==> config.mk <==
export PLATFORM = sky130hd
export DESIGN_NAME = msfc_scanner
export DESIGN_NICKNAME = d
export VERILOG_FILES = /design/src/logic/msfc_axil_slave.v /design/src/logic/msfc_trig_sync.v /design/src/logic/msfc_scanner.v
export VERILOG_INCLUDE_DIRS = /design/src /design/src/logic
export SDC_FILE = /design/constraint.sdc
export NUM_CORES = 1
export LEC_CHECK = 0
export ABC_AREA = 1
export BUFFER_PORTS_ARGS = -buffer_cell sky130_fd_sc_hd__buf_2
export CAP_MARGIN = 30
export CORE_UTILIZATION = 49
export DETAILED_ROUTE_END_ITERATION = 10
export GPL_ROUTABILITY_DRIVEN = 1
export PLACE_DENSITY = 0.8
export SYNTH_ARGS = -nofsm -noshare
export SYNTH_HDL_FRONTEND = slang
export SYNTH_SLANG_ARGS = --single-unit
==> constraint.sdc <==
create_clock -name aclk -period 1.6 [get_ports aclk]
set_input_delay 0.48 -clock aclk [delete_from_list [all_inputs] [get_ports aclk]]
set_output_delay 0.48 -clock aclk [all_outputs]
set_load 0.02 [all_outputs]
==> src/logic/msfc_defs.vh <==
// msfc_defs.vh: register offsets, field positions and reset values of the memory scanner
// assumes: included by the scanner design files, no other dependencies
`ifndef MSFC_DEFS_VH
`define MSFC_DEFS_VH

// ----------------------------------------------------------------------------
// register byte addresses
// ----------------------------------------------------------------------------
`define MSFC_OFS_CONTROL      8'h00
`define MSFC_OFS_CUR_LOW      8'h04
`define MSFC_OFS_CUR_HIGH     8'h08
`define MSFC_OFS_CUR_UPPER    8'h0c
`define MSFC_OFS_END_LOW      8'h10
`define MSFC_OFS_END_HIGH     8'h14
`define MSFC_OFS_END_UPPER    8'h18
`define MSFC_OFS_DATA         8'h1c

// ----------------------------------------------------------------------------
// control register fields
// ----------------------------------------------------------------------------
`define MSFC_CTL_GO_BIT       0
`define MSFC_CTL_TRIG_BIT     1
`define MSFC_CTL_BURST_BIT    2
`define MSFC_CTL_BUSY_BIT     3
`define MSFC_CTL_DONE_BIT     4

// ----------------------------------------------------------------------------
// widths and reset values
// ----------------------------------------------------------------------------
`define MSFC_ADDR_W           22
`define MSFC_CUR_RESET        22'h000000
`define MSFC_END_RESET        22'h3fffff
`define MSFC_UPPER_MASK       8'h3f

// axi response codes
`define MSFC_RESP_OKAY        2'b00
`define MSFC_RESP_SLVERR      2'b10

`endif

==> src/logic/msfc_axil_slave.v <==
// msfc_axil_slave.v: AXI4-Lite slave front end, turns bus traffic into one-cycle
// register write and read strobes
// assumes: single clock aclk, synchronous active-low reset, one write and one read in flight
`timescale 1ns/1ps
`include "msfc_defs.vh"

module msfc_axil_slave (
  input  wire        aclk,
  input  wire        aresetn,
  input  wire [7:0]  s_axil_awaddr,
  input  wire        s_axil_awvalid,
  output reg         s_axil_awready,
  input  wire [31:0] s_axil_wdata,
  input  wire [3:0]  s_axil_wstrb,
  input  wire        s_axil_wvalid,
  output reg         s_axil_wready,
  output reg  [1:0]  s_axil_bresp,
  output reg         s_axil_bvalid,
  input  wire        s_axil_bready,
  input  wire [7:0]  s_axil_araddr,
  input  wire        s_axil_arvalid,
  output reg         s_axil_arready,
  output reg  [31:0] s_axil_rdata,
  output reg  [1:0]  s_axil_rresp,
  output reg         s_axil_rvalid,
  input  wire        s_axil_rready,
  output reg         wr_stb,
  output reg  [7:0]  wr_addr,
  output reg  [31:0] wr_data,
  output reg  [3:0]  wr_strb,
  input  wire        wr_err,
  output reg         rd_stb,
  output reg  [7:0]  rd_addr,
  input  wire [31:0] rd_data,
  input  wire        rd_err
);

  reg       aw_held;
  reg       w_held;
  reg       wr_wait;
  reg       rd_wait;

  // ----------------------------------------------------------------------------
  // write path: address and data caught in either order, strobe once both held
  // ----------------------------------------------------------------------------
  always @(posedge aclk) begin
    if (!aresetn) begin
      s_axil_awready <= 1'b1;
      s_axil_wready  <= 1'b1;
      s_axil_bvalid  <= 1'b0;
      s_axil_bresp   <= `MSFC_RESP_OKAY;
      aw_held        <= 1'b0;
      w_held         <= 1'b0;
      wr_wait        <= 1'b0;
      wr_stb         <= 1'b0;
      wr_addr        <= 8'h00;
      wr_data        <= 32'h00000000;
      wr_strb        <= 4'h0;
    end else begin
      wr_stb <= 1'b0;
      if (s_axil_awvalid && s_axil_awready) begin
        wr_addr        <= s_axil_awaddr;
        aw_held        <= 1'b1;
        s_axil_awready <= 1'b0;
      end
      if (s_axil_wvalid && s_axil_wready) begin
        wr_data       <= s_axil_wdata;
        wr_strb       <= s_axil_wstrb;
        w_held        <= 1'b1;
        s_axil_wready <= 1'b0;
      end
      if (aw_held && w_held && !wr_wait && !s_axil_bvalid) begin
        wr_stb  <= 1'b1;
        wr_wait <= 1'b1;
      end
      // response two cycles after the strobe so the decoder's error is valid
      if (wr_wait && !wr_stb && !s_axil_bvalid) begin
        s_axil_bvalid <= 1'b1;
        s_axil_bresp  <= wr_err ? `MSFC_RESP_SLVERR : `MSFC_RESP_OKAY;
      end
      if (s_axil_bvalid && s_axil_bready) begin
        s_axil_bvalid  <= 1'b0;
        wr_wait        <= 1'b0;
        aw_held        <= 1'b0;
        w_held         <= 1'b0;
        s_axil_awready <= 1'b1;
        s_axil_wready  <= 1'b1;
      end
    end
  end

  // ----------------------------------------------------------------------------
  // read path: strobe one cycle after the address, data two cycles after the strobe
  // ----------------------------------------------------------------------------
  always @(posedge aclk) begin
    if (!aresetn) begin
      s_axil_arready <= 1'b1;
      s_axil_rvalid  <= 1'b0;
      s_axil_rdata   <= 32'h00000000;
      s_axil_rresp   <= `MSFC_RESP_OKAY;
      rd_wait        <= 1'b0;
      rd_stb         <= 1'b0;
      rd_addr        <= 8'h00;
    end else begin
      rd_stb <= 1'b0;
      if (s_axil_arvalid && s_axil_arready) begin
        rd_addr        <= s_axil_araddr;
        rd_stb         <= 1'b1;
        rd_wait        <= 1'b1;
        s_axil_arready <= 1'b0;
      end
      if (rd_wait && !rd_stb && !s_axil_rvalid) begin
        s_axil_rvalid <= 1'b1;
        s_axil_rdata  <= rd_data;
        s_axil_rresp  <= rd_err ? `MSFC_RESP_SLVERR : `MSFC_RESP_OKAY;
      end
      if (s_axil_rvalid && s_axil_rready) begin
        s_axil_rvalid  <= 1'b0;
        rd_wait        <= 1'b0;
        s_axil_arready <= 1'b1;
      end
    end
  end

endmodule

==> src/logic/msfc_trig_sync.v <==
// msfc_trig_sync.v: two-flop synchroniser for the external scan trigger
// assumes: trigger may come from any domain; output is a level in aclk
`timescale 1ns/1ps

module msfc_trig_sync (
  input  wire aclk,
  input  wire aresetn,
  input  wire async_in,
  output reg  sync_out
);

  reg stage_a;

  // first stage feeds only the second
  always @(posedge aclk) begin
    if (!aresetn) begin
      stage_a  <= 1'b0;
      sync_out <= 1'b0;
    end else begin
      stage_a  <= async_in;
      sync_out <= stage_a;
    end
  end

endmodule

==> src/logic/msfc_scanner.v <==
// msfc_scanner.v: memory scan fetch control, top level with AXI4-Lite registers
// assumes: arbiter grants with mem_gnt and returns word with mem_rvalid later;
// crc unit accepts a word on crc_valid when crc_ready is high
//
// Added by the designer: the AXI4-Lite interface to the registers and the register offsets.
`timescale 1ns/1ps
`include "msfc_defs.vh"

// Functional notes
// - with trigger gating and burst both off, a fetch is requested only while the crc unit is ready.
// - with trigger gating on and burst off, a fetch also needs the synchronised trigger true.
// - with burst on, a fetch is requested regardless of the trigger setting and of crc readiness.
// - the 22-bit current address sits in three byte registers and increments after every fetch.
// - while scan_go is set, software writes to the current address bytes are ignored.
// - the current address bytes reset to zero on every reset and are readable and writable.
// - the two top bits of the upper current address byte read as zero and ignore writes.
// - a 22-bit end address resets to all ones and ignores writes while scan_go is set.
module msfc_scanner #(
  parameter DATA_W = 16
) (
  input  wire              aclk,
  input  wire              aresetn,
  input  wire [7:0]        s_axil_awaddr,
  input  wire              s_axil_awvalid,
  output wire              s_axil_awready,
  input  wire [31:0]       s_axil_wdata,
  input  wire [3:0]        s_axil_wstrb,
  input  wire              s_axil_wvalid,
  output wire              s_axil_wready,
  output wire [1:0]        s_axil_bresp,
  output wire              s_axil_bvalid,
  input  wire              s_axil_bready,
  input  wire [7:0]        s_axil_araddr,
  input  wire              s_axil_arvalid,
  output wire              s_axil_arready,
  output wire [31:0]       s_axil_rdata,
  output wire [1:0]        s_axil_rresp,
  output wire              s_axil_rvalid,
  input  wire              s_axil_rready,
  input  wire              scan_trigger,
  output reg               mem_req,
  output reg  [21:0]       mem_addr,
  input  wire              mem_gnt,
  input  wire              mem_rvalid,
  input  wire [DATA_W-1:0] mem_rdata,
  input  wire              crc_ready,
  output reg               crc_valid,
  output reg  [DATA_W-1:0] crc_data
);

  // fetch sequencer states
  localparam [1:0] ST_IDLE = 2'b00;
  localparam [1:0] ST_REQ  = 2'b01;
  localparam [1:0] ST_WAIT = 2'b10;
  localparam [1:0] ST_PUSH = 2'b11;

  // bus strobes
  wire        wr_stb;
  wire [7:0]  wr_addr;
  wire [31:0] wr_data;
  wire [3:0]  wr_strb;
  wire        rd_stb;
  wire [7:0]  rd_addr;
  wire        trig_sync;
  reg         wr_err;
  reg  [31:0] rd_data;
  reg         rd_err;

  // registers and sequencer
  reg         scan_go;
  reg         trigger_gate_enable;
  reg         continuous_fetch_select;
  reg         scan_done;
  reg  [21:0] scan_current_address;
  reg  [21:0] scan_end_address;
  reg  [1:0]  state;
  reg  [DATA_W-1:0] last_word;
  wire        past_end;
  wire        want_fetch;
  wire [7:0]  cur_upper_wr;
  wire [7:0]  end_upper_wr;

  // ----------------------------------------------------------------------------
  // helpers
  // ----------------------------------------------------------------------------
  // byte 0 write with lane enable; returns old value when lane is off
  function [7:0] lane_byte;
    input [7:0]  old_val;
    input [31:0] data;
    input [3:0]  strb;
    begin
      lane_byte = strb[0] ? data[7:0] : old_val;
    end
  endfunction

  // ----------------------------------------------------------------------------
  // submodules
  // ----------------------------------------------------------------------------
  // registered bus front end
  msfc_axil_slave u_bus (
    .aclk           (aclk),
    .aresetn        (aresetn),
    .s_axil_awaddr  (s_axil_awaddr),
    .s_axil_awvalid (s_axil_awvalid),
    .s_axil_awready (s_axil_awready),
    .s_axil_wdata   (s_axil_wdata),
    .s_axil_wstrb   (s_axil_wstrb),
    .s_axil_wvalid  (s_axil_wvalid),
    .s_axil_wready  (s_axil_wready),
    .s_axil_bresp   (s_axil_bresp),
    .s_axil_bvalid  (s_axil_bvalid),
    .s_axil_bready  (s_axil_bready),
    .s_axil_araddr  (s_axil_araddr),
    .s_axil_arvalid (s_axil_arvalid),
    .s_axil_arready (s_axil_arready),
    .s_axil_rdata   (s_axil_rdata),
    .s_axil_rresp   (s_axil_rresp),
    .s_axil_rvalid  (s_axil_rvalid),
    .s_axil_rready  (s_axil_rready),
    .wr_stb         (wr_stb),
    .wr_addr        (wr_addr),
    .wr_data        (wr_data),
    .wr_strb        (wr_strb),
    .wr_err         (wr_err),
    .rd_stb         (rd_stb),
    .rd_addr        (rd_addr),
    .rd_data        (rd_data),
    .rd_err         (rd_err)
  );

  // trigger pin is asynchronous to aclk
  msfc_trig_sync u_trig (
    .aclk     (aclk),
    .aresetn  (aresetn),
    .async_in (scan_trigger),
    .sync_out (trig_sync)
  );

  // ----------------------------------------------------------------------------
  // fetch decision
  // ----------------------------------------------------------------------------
  // end address is inclusive; once current passes it the scan is finished
  assign past_end = (scan_current_address > scan_end_address);

  // mode table: burst ignores the trigger setting and the crc readiness
  // trigger is read only after its synchroniser
  assign want_fetch = continuous_fetch_select ? 1'b1 :
                      trigger_gate_enable ? (crc_ready && trig_sync) :
                      crc_ready;

  // upper bytes keep six bits, top lanes dropped
  assign cur_upper_wr = lane_byte({2'b00, scan_current_address[21:16]}, wr_data, wr_strb);
  assign end_upper_wr = lane_byte({2'b00, scan_end_address[21:16]}, wr_data, wr_strb);

  // ----------------------------------------------------------------------------
  // register writes, scan sequencer
  // ----------------------------------------------------------------------------
  // sequencer and registers share one process so the address has a single driver
  always @(posedge aclk) begin
    if (!aresetn) begin
      scan_go                 <= 1'b0;
      trigger_gate_enable     <= 1'b0;
      continuous_fetch_select <= 1'b0;
      scan_done               <= 1'b0;
      scan_current_address    <= `MSFC_CUR_RESET;
      scan_end_address        <= `MSFC_END_RESET;
      state                   <= ST_IDLE;
      mem_req                 <= 1'b0;
      mem_addr                <= 22'h000000;
      crc_valid               <= 1'b0;
      crc_data                <= {DATA_W{1'b0}};
      last_word               <= {DATA_W{1'b0}};
      wr_err                  <= 1'b0;
    end else begin
      wr_err <= 1'b0;
      // software write decode
      if (wr_stb) begin
        if (wr_addr == `MSFC_OFS_CONTROL) begin
          if (wr_strb[0]) begin
            scan_go                 <= wr_data[`MSFC_CTL_GO_BIT];
            trigger_gate_enable     <= wr_data[`MSFC_CTL_TRIG_BIT];
            continuous_fetch_select <= wr_data[`MSFC_CTL_BURST_BIT];
            // a new go clears done
            if (wr_data[`MSFC_CTL_GO_BIT])
              scan_done <= 1'b0;
          end
        end else if (wr_addr == `MSFC_OFS_CUR_LOW) begin
          if (!scan_go)
            scan_current_address[7:0] <= lane_byte(scan_current_address[7:0],
                                                   wr_data, wr_strb);
        end else if (wr_addr == `MSFC_OFS_CUR_HIGH) begin
          if (!scan_go)
            scan_current_address[15:8] <= lane_byte(scan_current_address[15:8],
                                                    wr_data, wr_strb);
        end else if (wr_addr == `MSFC_OFS_CUR_UPPER) begin
          if (!scan_go)
            scan_current_address[21:16] <= cur_upper_wr[5:0];
        end else if (wr_addr == `MSFC_OFS_END_LOW) begin
          if (!scan_go)
            scan_end_address[7:0] <= lane_byte(scan_end_address[7:0], wr_data, wr_strb);
        end else if (wr_addr == `MSFC_OFS_END_HIGH) begin
          if (!scan_go)
            scan_end_address[15:8] <= lane_byte(scan_end_address[15:8], wr_data, wr_strb);
        end else if (wr_addr == `MSFC_OFS_END_UPPER) begin
          if (!scan_go)
            scan_end_address[21:16] <= end_upper_wr[5:0];
        end else if (wr_addr == `MSFC_OFS_DATA) begin
          wr_err <= 1'b0;  // read-only word, writes dropped silently
        end else begin
          wr_err <= 1'b1;
        end
      end

      // limitation: an end of 3fffff never ends a scan
      // fetch sequencer; a clear of scan_go stops new requests but a granted fetch completes
      case (state)
        // idle: end check, then mode gate
        ST_IDLE: begin
          if (scan_go && past_end) begin
            scan_go   <= 1'b0;  // scan complete
            scan_done <= 1'b1;
          end else if (scan_go && want_fetch) begin
            mem_req  <= 1'b1;
            mem_addr <= scan_current_address;
            state    <= ST_REQ;
          end
        end

        // request: grant bumps the address
        ST_REQ: begin
          if (mem_gnt) begin
            mem_req              <= 1'b0;
            scan_current_address <= scan_current_address + 22'h000001;
            state                <= ST_WAIT;
          end else if (!scan_go || (!want_fetch && !continuous_fetch_select)) begin
            mem_req <= 1'b0;    // condition dropped before the arbiter answered
            state   <= ST_IDLE;
          end
        end

        // wait: word comes back later
        ST_WAIT: begin
          if (mem_rvalid) begin
            crc_valid <= 1'b1;
            crc_data  <= mem_rdata;
            last_word <= mem_rdata;
            state     <= ST_PUSH;
          end
        end

        // push: hold until the crc takes it
        default: begin
          if (crc_ready) begin
            crc_valid <= 1'b0;
            state     <= ST_IDLE;
          end
        end
      endcase
    end
  end

  // ----------------------------------------------------------------------------
  // register reads
  // ----------------------------------------------------------------------------
  // a read strobe captures the view; the bus module presents it a cycle later
  always @(posedge aclk) begin
    if (!aresetn) begin
      rd_data <= 32'h00000000;
      rd_err  <= 1'b0;
    end else if (rd_stb) begin
      rd_err <= 1'b0;
      if (rd_addr == `MSFC_OFS_CONTROL) begin
        rd_data <= {27'h0000000, scan_done, (state != ST_IDLE),
                    continuous_fetch_select, trigger_gate_enable, scan_go};
      end else if (rd_addr == `MSFC_OFS_CUR_LOW) begin
        rd_data <= {24'h000000, scan_current_address[7:0]};
      end else if (rd_addr == `MSFC_OFS_CUR_HIGH) begin
        rd_data <= {24'h000000, scan_current_address[15:8]};
      end else if (rd_addr == `MSFC_OFS_CUR_UPPER) begin
        rd_data <= {26'h0000000, scan_current_address[21:16]};
      end else if (rd_addr == `MSFC_OFS_END_LOW) begin
        rd_data <= {24'h000000, scan_end_address[7:0]};
      end else if (rd_addr == `MSFC_OFS_END_HIGH) begin
        rd_data <= {24'h000000, scan_end_address[15:8]};
      end else if (rd_addr == `MSFC_OFS_END_UPPER) begin
        rd_data <= {26'h0000000, scan_end_address[21:16]};
      end else if (rd_addr == `MSFC_OFS_DATA) begin
        rd_data <= {{(32-DATA_W){1'b0}}, last_word};
      end else begin
        // unmapped: zero data, error response
        rd_data <= 32'h00000000;
        rd_err  <= 1'b1;
      end
    end
  end

endmodule

==> results of run 1 <==
[cell usage in the layout (no fill, tap or decap), types with 15 or more instances in the layout]
| cell type | instances |
|---|---|
| nor2_4 | 21 |
| nand2_1 | 159 |
| nor2_1 | 58 |
| nand3_1 | 47 |
| a21oi_1 | 133 |
| buf_6 | 18 |
| inv_2 | 32 |
| clkbuf_16 | 17 |
| ha_4 | 20 |
| dfxtp_1 | 114 |
| o21ai_1 | 32 |
| buf_2 | 115 |
| conb_1 | 18 |
| o211ai_1 | 17 |
| a21oi_2 | 18 |
| o21ai_0 | 72 |
| nand4_1 | 15 |
| nand2_2 | 32 |
| buf_4 | 120 |
| dfxtp_2 | 42 |
| inv_1 | 106 |
[worst min-delay path, cell delays in order]
cell and delay (ps):
buf_2 80, nand2_1 50, inv_1 50
[power by group through the flow]
stage	logic (mW)	registers [mW]	clock network, mW
floorplan	1.26	4.89	0
global placement	2.32	4.72	0
detailed placement	2.36	4.73	0
CTS	2.46	4.68	4.20
global route	3.22	4.80	4.41
finish	2.99	4.77	4.23
[area by class of cell]
cell class | count | area share [%]
clock buffers | 20 | 3.91
clock inverters | 12 | 1.35
inverters | 141 | 4.72
multi-input cells | 745 | 41.1
flip-flops and latches | 164 | 29.5
well taps | 211 | 2.31
repair buffers | 266 | 17.1
[metal layers]
| layer | up-vias | GRT usage, % | part of all wire (%) | wire length, µm |
|---|---|---|---|---|
| met3 | 108 | 6.26 | 8.0 | 2220 |
| met4 | 0 | 14.0 | 5.0 | 1380 |
| met1 | 4051 | 38.2 | 39 | 10800 |
| met2 | 478 | 50.7 | 48 | 13400 |
| met5 | - | 0 | 0 | 0 |
| li1 | 4082 | - | - | - |
[timing repair]
action | CTS | global route
gates resized for setup | 80 | 225
endpoints found under the setup margin | 47 | 76
pin swaps | 37 | 76
cloned | 5 | 2
buffers inserted | 9 | 26
[worst paths after layout]
check	startpoint	slack (ps)	end
worst min-delay path	scan_trigger	260	u_trig.stage_a
worst max register to register	scan_end_address[17]	-320	mem_addr[12]
worst min register to register	u_trig.stage_a	410	u_trig.sync_out
worst max-delay path	scan_end_address[17]	-320	mem_addr[12]
[state kept, by name, summed over array words and instances, names as in the netlist, 2 cells and up]
| name | cells |
|---|---|
| last_word | 16 |
| mem_addr | 22 |
| rd_data | 16 |
| scan_current_address | 22 |
| scan_end_address | 22 |
| state | 2 |
| u_bus.rd_addr | 8 |
| u_bus.s_axil_rdata | 16 |
| u_bus.wr_addr | 8 |
| u_bus.wr_data | 8 |
[through the flow]
stage / hold slack, ps / instances / utilization (%) / setup slack [ps]
2_1_floorplan: 390 / 1110 / - / -51.3
3_3_place_gp: 395 / 1485 / 60.8 / -261
3_5_place_dp: 396 / 1485 / 60.8 / -309
4_1_cts: 241 / 1531 / 67.7 / -245
5_1_grt: 263 / 1559 / 74.3 / -388
6_report: 260 / 1559 / 74.3 / -317
[cell families after synthesis]
logic type	Yosys count
xor gates and xnor gates	1
and+or+nand+nor	400
AOI/OAI and AO/OA	299
buffers and inverters	205
DFF	164
adders and majority gates	23
other	1
==> results.yml, run 1 <==
synth:
  synthFlopType: "dfxtp_1"
  synth_common_cells: "nand2_1, dfxtp_1, a21oi_1"
  synthesis.area_um2: 7790
  synthSimpleGateAreaFrac_pct: 22.0
  yosysMostFrequentCell: "nand2_1"
  yosysTopAreaCellShare_pct: 42.2
  yosys_register_bits: 164
  avgSynthCellArea_um2: 7.12
  ys_seq_area_share_pct: 42.2
  ys_async_sr_fraction_pct: 0
  synthTopCellsByArea: "dfxtp_1, nand2_1, a21oi_1, inv_1, o21ai_0"
  synth_edf_count: 0
  synthDistinctLibCells: 37
  synth_top_family_by_area: "simple AND/OR/NAND/NOR gates"
  synthXorXnorAreaFrac_pct: 0.112
  synth-compound-area-share_pct: 20.9
  synth_mux_area_share_pct: 0
  synth-adder-area-share_pct: 3.70
  syn_inst: 1093
  yosysWarnings: 0
  yosys.area.top_type: "dfxtp_1"
power_and_ir_drop:
  combPwrFrac_pct: 24.9
  power_leakage_nw: 5.12
  power_mw: 12.0
  internal_power_mw: 8.11
  netSwitchingFraction_pct: 32.3
  pwr-share-seq_pct: 39.8
  switching_power_mw: 3.87
  clockPowerShare_pct: 35.3
  powerDensity_nw_per_um2: 1050
  vdd.ir_drop.worst_mv: 0.851
hold_path:
  min_path_cells: 3
  hold_class: "in2reg"
cts:
  path_clk_slew_ps: 60
  cts_tree: "built"
  clock-sinks: 164
  htree_levels: 4
  cts_buffer_depth: 2
  cts_root_buf: "clkbuf_16"
  insertion_delay_ps: 440
  cts_hold_buf: 0
  numCtsBuffers: 17
timing:
  max_freq_mhz: 522
  period_minus_slack_ps: 1920
  hold_violations: 0
  setup_slack_ps: -317
  worst_clock_skew_ps: 7.96
  rsz0062_at_grt: "true"
  fin_tns_setup_ps: -8580
  min_period_over_period_pct: 120
  setup_violations: 51
  drv_slew: 0
final_layout:
  n_antenna_cell: 0
  final_cell_area_um2: 11400
  n_fill_cell: 1034
  syn_to_final_growth_pct: 46.6
  drive_gt1_share_pct: 40.4
  multiInputGateArea_um2: 4690
  seq_area_um2: 3370
  nNetsFinal: 1437
global_routing:
  grt_pass1_wl_um: 38600
  antenna_found_initial: 0
  grt.overflow.total: 0
  grt_usage_pct: 30.6
  grt_pass1_vias: 7773
  grt_max_degree: 48
run_status:
  violations: "setup timing"
  status: "finished, violations left"
die:
  die_area_um2: 16400
  coreArea_um2: 15400
  row_count: 45
  pin_count: 160
  die_y_um: 128
  start_util_pct: 50.7
  die_x_um: 128
setup_path:
  arrival_ps: 2230
  slowest_delay_ps: 340
  endpoint_kind: "flip-flop"
  rr_worst_depth: 11
  crit_cells: 11
  cp_cell_sequence: "inv_2 > ha_4 > a21oi_1 > nand2_1 > a21oi_2 > nand3_4 > nand2_8 > buf_12 > nand2_8 > nand2_2 > a21oi_1"
  required_ps: 1910
  critPathSlowestCell: "dfxtp_2"
  crit_path_start_kind: "flip-flop"
  critPathKind: "reg2reg"
  worst-path-buf-inv: 2
  crit_family: "simple AND/OR/NAND/NOR gates"
  cp_max_fo: 6
detailed_routing:
  viasPerCell: 5.59
  routed_wl_um: 27800
  wl_per_cell_um: 17.8
  drc: 0
  drt_iter0_drc: 856
  drt_first_pass_iters: 6
  vias: 8719
  antenna_left: 0
placement:
  hpwlAfterDp_um: 16400
  postPlaceCellArea_um2: 9350
  port_buffers: 114
  gp_congestion: 0.955
run:
  drv_cap: 0
No activity file was read; power rests on OpenSTA's default activity.
==> inputs of run 2 (changes only) <==
PLACE_DENSITY = 0.79   (was 0.8)
SYNTH_HIERARCHICAL = 1   (was unset)
==> run 2 against run 1 <==
Net effect: the run still ends with setup timing left; via count is 11% higher; die area is 14% higher; register-to-register slack worse by 80 ps; synthesized cell count is 15% higher; clock-buffer cell count is 1 lower; global-route usage is 2.0 points lower; critical endpoint is now mem_addr[19].
==> results.yml, run 2 <==
cts:
  cts_buffer_depth: 2
  htree_levels: 4
  insertion_delay_ps: 440
  clock-sinks: 180
  cts_root_buf: "clkbuf_16"
  path_clk_slew_ps: 70
  cts_tree: "built"
  numCtsBuffers: 17
global_routing:
  grt_max_degree: 68
  use_met2_pct: 49.1
  grt_util_met1_pct: 33.4
  grt_pass1_vias: 8526
  grt.overflow.total: 0
  busiest_layer: "met2"
  grt_usage_pct: 28.6
  antenna_found_initial: 0
  grt_pass1_wl_um: 41000
  grt_util_met3_pct: 5.93
detailed_routing:
  routed_wl_um: 29900
  drt_first_pass_iters: 6
  drt_iter0_drc: 1143
  vias: 9704
  wl_per_cell_um: 17.3
  viasPerCell: 5.61
  drc: 0
  antenna_left: 0
final_layout:
  stdcell_count: 1729
  final_cell_mix: "nand2_1, nor2_1, dfxtp_1, buf_2, inv_1"
  layout_commonest_cell: "nand2_1"
  max_flop_register: "u_bus/s_axil_rdata"
  n_antenna_cell: 0
  n_fill_cell: 1268
  largest_reg_flops: 32
  nNetsFinal: 1593
  syn_to_final_growth_pct: 36.9
  drive_gt1_share_pct: 35.9
run_status:
  violations: "setup timing"
  status: "finished, violations left"
timing:
  rsz0062_at_grt: "true"
  period_minus_slack_ps: 1990
  slew_headroom_pct: 63.4
  worst_clock_skew_ps: 14.3
  drv_slew: 0
  min_period_over_period_pct: 125
  max_freq_mhz: 502
  hold_violations: 0
  timing.hold.ws_ps: 260
  worst_pin_slew_ps: 547
  setup_slack_ps: -394
  setup_violations: 41
power_and_ir_drop:
  pwr-share-seq_pct: 40.8
  power_leakage_nw: 5.71
  powerDensity_nw_per_um2: 1040
  vdd.ir_drop.worst_mv: 0.846
  netSwitchingFraction_pct: 32.0
  internal_power_mw: 8.62
  combPwrFrac_pct: 23.2
  switching_power_mw: 4.05
  clockPowerShare_pct: 36.0
hold_path:
  hold_class: "in2reg"
synth:
  synthesis.area_um2: 8880
  yosysWarnings: 6
  avgSynthCellArea_um2: 7.07
  syn_inst: 1257
setup_path:
  endpoint_kind: "flip-flop"
  cp_max_fo: 6
  crit_path_start_kind: "flip-flop"
  arrival_ps: 2320
  required_ps: 1930
  critPathKind: "reg2reg"
die:
  coreArea_um2: 17500
  row_count: 48
  die_x_um: 137
  start_util_pct: 50.8
  pin_count: 160
  die_y_um: 137
  die_area_um2: 18700
placement:
  port_buffers: 130
  dp.cells: 1669
  gp_congestion: 0.967
  hpwlAfterDp_um: 18400
run:
  drv_cap: 0
[run 2: repair_timing]
item                                    CTS  global route
hold buffers                              0             0
pin swaps                                30            60
endpoints found under the setup margin   48            77
gates cloned                              3             2
resized for setup                        79           157
buffers inserted                         12            15
[run 2: path summary, 6_finish.rpt]
check | start | to | slack [ps] | cells after the start
worst min-delay path | scan_trigger | u_trig/stage_a | 260 | 3
worst max register to register | scan_end_address[21] | mem_addr[19] | -390 | 11
worst min register to register | u_trig/stage_a | u_trig/sync_out | 410 | 2
worst max-delay path | scan_end_address[21] | mem_addr[19] | -390 | 11
[run 2: cell type report]
cell class	count	area [µm²]	share of cell area, %
Clock buffer	19	443	3.64
Tap cell	225	282	2.32
Inverter	149	569	4.68
Timing Repair Buffer	262	1880	15.4
Clock inverter	13	200	1.65
Sequential cell	180	3680	30.2
Multi-Input combinational cell	881	5110	42.0
[run 2: worst max-delay path, stage by stage (launching register included)]
cell and delay, ps:
dfxtp_2 340, inv_2 50, ha_4 220, a21oi_1 180
o21ai_0 180, nor2_2 230, nand3_4 130, nand2_8 130
buf_6 130, nand3_4 120, nand2_2 120, a21oi_2 50
[run 2: routing by layer]
layer  vias to the layer above  wire length [µm]  part of all wire [%]
met5                         -                 0                     0
met4                         0              1820                   6.1
met3                       159              2780                   9.3
met2                       586             14100                    47
met1                      4426             11200                    37
li1                       4533                 -                     -
[run 2: metrics by stage]
stage                     TNS (ps)  power, mW  worst slack (ps)  cell area, µm²  utilization (%)
after floorplan               -748       6.74             -39.4            9010                -
after global placement       -5730       7.58              -218           10400             59.7
after detailed placement     -7010       7.65              -261           10400             59.7
after CTS                    -4680       12.3              -236           11500             65.8
after global routing        -12670       13.1              -451           12200             69.6
final                        -9230       12.7              -394           12200             69.6
[run 2: power by group through the flow]
stage / sequential [mW] / combinational (mW) / clock (mW)
4_1_cts: 5.12 / 2.60 / 4.56
5_1_grt: 5.19 / 3.20 / 4.75
3_5_place_dp: 5.19 / 2.46 / 0
6_report: 5.17 / 2.94 / 4.56
3_3_place_gp: 5.18 / 2.40 / 0
2_1_floorplan: 5.38 / 1.36 / 0
==> inputs of run 3 (changes only) <==
PLACE_DENSITY = 0.76   (was 0.79)
clock period = 2.5 ns   (was 1.6 ns; I/O delays follow)
==> run 3 against run 2 <==
Net effect: the run now ends clean; global-route usage fell by 2.0 points; critical path depth is the same; fmax decreased by 9.1%; utilization is 10 points lower; non-clock buffer count shrank 100; die area unchanged; final cell count down 6.1%; critical endpoint is now mem_addr[6]; largest cell class unchanged; highest routed layer unchanged.
==> results.yml, run 3 (synthesis results as in run 2) <==
run_status:
  status: "finished, final reports clean"
power_and_ir_drop:
  netSwitchingFraction_pct: 30.1
  combPwrFrac_pct: 19.4
  power_leakage_nw: 5.06
  switching_power_mw: 2.30
  clockPowerShare_pct: 38.0
  powerDensity_nw_per_um2: 735
  pwr-share-seq_pct: 42.6
  internal_power_mw: 5.35
  vdd.ir_drop.worst_mv: 0.478
setup_path:
  worst-path-buf-inv: 1
  critPathKind: "reg2reg"
  crit_family: "simple AND/OR/NAND/NOR gates"
  critPathSlowestCell: "dfxtp_1"
  crit_path_start_kind: "flip-flop"
  endpoint_kind: "flip-flop"
  cp_cell_sequence: "inv_1 > ha_1 > nand2_1 > nor2_1 > nand2_1 > nor2_2 > a21oi_1 > nand2_2 > nand3_4 > nand2_1 > a21oi_1"
  arrival_ps: 2510
  slowest_delay_ps: 370
  required_ps: 2810
  cp_max_fo: 23
  cp_common_cell: "nand2_1"
detailed_routing:
  antenna_left: 0
  viasPerCell: 5.22
  drt_first_pass_iters: 5
  routed_wl_um: 24200
  drc: 0
  vias: 8475
  drt_iter0_drc: 691
  wl_per_cell_um: 14.9
global_routing:
  grt_usage_pct: 26.6
  grt_max_degree: 54
  grt.overflow.total: 0
  antenna_found_initial: 0
  grt_pass1_wl_um: 38100
  grt_pass1_vias: 7520
final_layout:
  multiInputGateArea_um2: 4390
  n_antenna_cell: 0
  final_cell_mix: "nand2_1, dfxtp_1, nor2_1, inv_1, buf_2"
  max_flop_register: "u_bus/s_axil_rdata"
  syn_to_final_growth_pct: 17.2
  n_fill_cell: 1602
  drive_gt1_share_pct: 18.4
  nNetsFinal: 1490
  seq_area_um2: 3600
  layout_commonest_cell: "nand2_1"
  largest_reg_flops: 32
hold_path:
  hold_class: "reg2reg"
run:
  drv_cap: 0
die:
  die_area_um2: 18700
  die_y_um: 137
  start_util_pct: 50.8
  coreArea_um2: 17500
  pin_count: 160
  row_count: 48
  die_x_um: 137
cts:
  cts_root_buf: "clkbuf_16"
  insertion_delay_ps: 440
  cts_buffer_depth: 2
  path_clk_slew_ps: 70
  clock-sinks: 180
  numCtsBuffers: 17
  cts_tree: "built"
  htree_levels: 4
  cts_setup_buffers: 0
timing:
  timing.hold.ws_ps: 431
  period_minus_slack_ps: 2190
  worst_clock_skew_ps: 9.12
  fin_tns_setup_ps: 0
  setup_violations: 0
  slew_headroom_pct: 56.2
  drv_slew: 0
  rsz0062_at_grt: "false"
  max_freq_mhz: 456
  min_period_over_period_pct: 87.8
  worst_pin_slew_ps: 655
  hold_violations: 0
placement:
  hpwlAfterDp_um: 17600
  port_buffers: 130
  gp_congestion: 0.913
-- run 3: cell types whose count changed in the layout (fill, tap and decap cells not counted), moves of 21 or more --
| cell | previous run | this run |
|---|---|---|
| buf_6 | 22 | 0 |
| buf_4 | 100 | 29 |
| nand2_2 | 31 | 6 |
| inv_1 | 115 | 136 |
| nand2_1 | 241 | 273 |
| dfxtp_1 | 133 | 180 |
| dfxtp_2 | 41 | 0 |
-- run 3: repair_timing --
| action | 4_1_cts | 5_1_grt |
|---|---|---|
| setup endpoints to repair | 0 | 23 |
| hold buffers | 0 | 0 |
| gates resized for setup | 0 | 1 |
-- run 3: final timing paths --
path | startpoint | end | cells after the start | slack, ps
worst min-delay path | u_trig/stage_a | u_trig/sync_out | 2 | 430
worst min register to register | u_trig/stage_a | u_trig/sync_out | 2 | 430
worst max register to register | scan_end_address[21] | mem_addr[6] | 11 | 310
worst max-delay path | scan_end_address[21] | mem_addr[6] | 11 | 310
-- run 3: layer usage --
metal / wire length (µm) / part of all wire [%] / global-route usage [%]
met3: 1690 / 7.0 / 4.63
met2: 11400 / 47 / 44.2
met5: 0 / 0 / 0
met4: 551 / 2.3 / 9.20
met1: 10500 / 43 / 34.6
-- run 3: area by class of cell --
class	instances	area share, %
timing repair buffer	162	9.06
clock inverter	12	1.97
tap	225	2.70
sequential	180	34.6
inverter	149	5.42
multi-input combinational	878	42.1
clock buffer	18	4.12
-- run 3: power groups by stage --
stage	sequential [mW]	clock (mW)	combinational, mW
floorplan	3.43	0	0.866
global placement	3.32	0	1.43
detailed placement	3.32	0	1.46
CTS	3.26	2.93	1.47
global route	3.28	3.05	1.66
finish	3.26	2.91	1.48
-- run 3: metrics by stage --
step                util [%]  cells  total power [mW]  setup slack, ps  instance area (µm²)
floorplan                  -   1273              4.30              783                 8940
global placement        55.9   1594              4.75              288                 9770
detailed placement      55.9   1594              4.78              229                 9770
CTS                     59.5   1624              7.66              177                10400
global route            59.6   1624              8.00              112                10400
finish                  59.6   1624              7.65              306                10400
-- run 3: worst register-to-register path: cells and delay by family, from the launching register on --
kind,cells,cell delay (ps)
buf+inv,1,50
simple gates,7,1200
compound gates,2,170
fa+ha+maj,1,290
flops,1,370
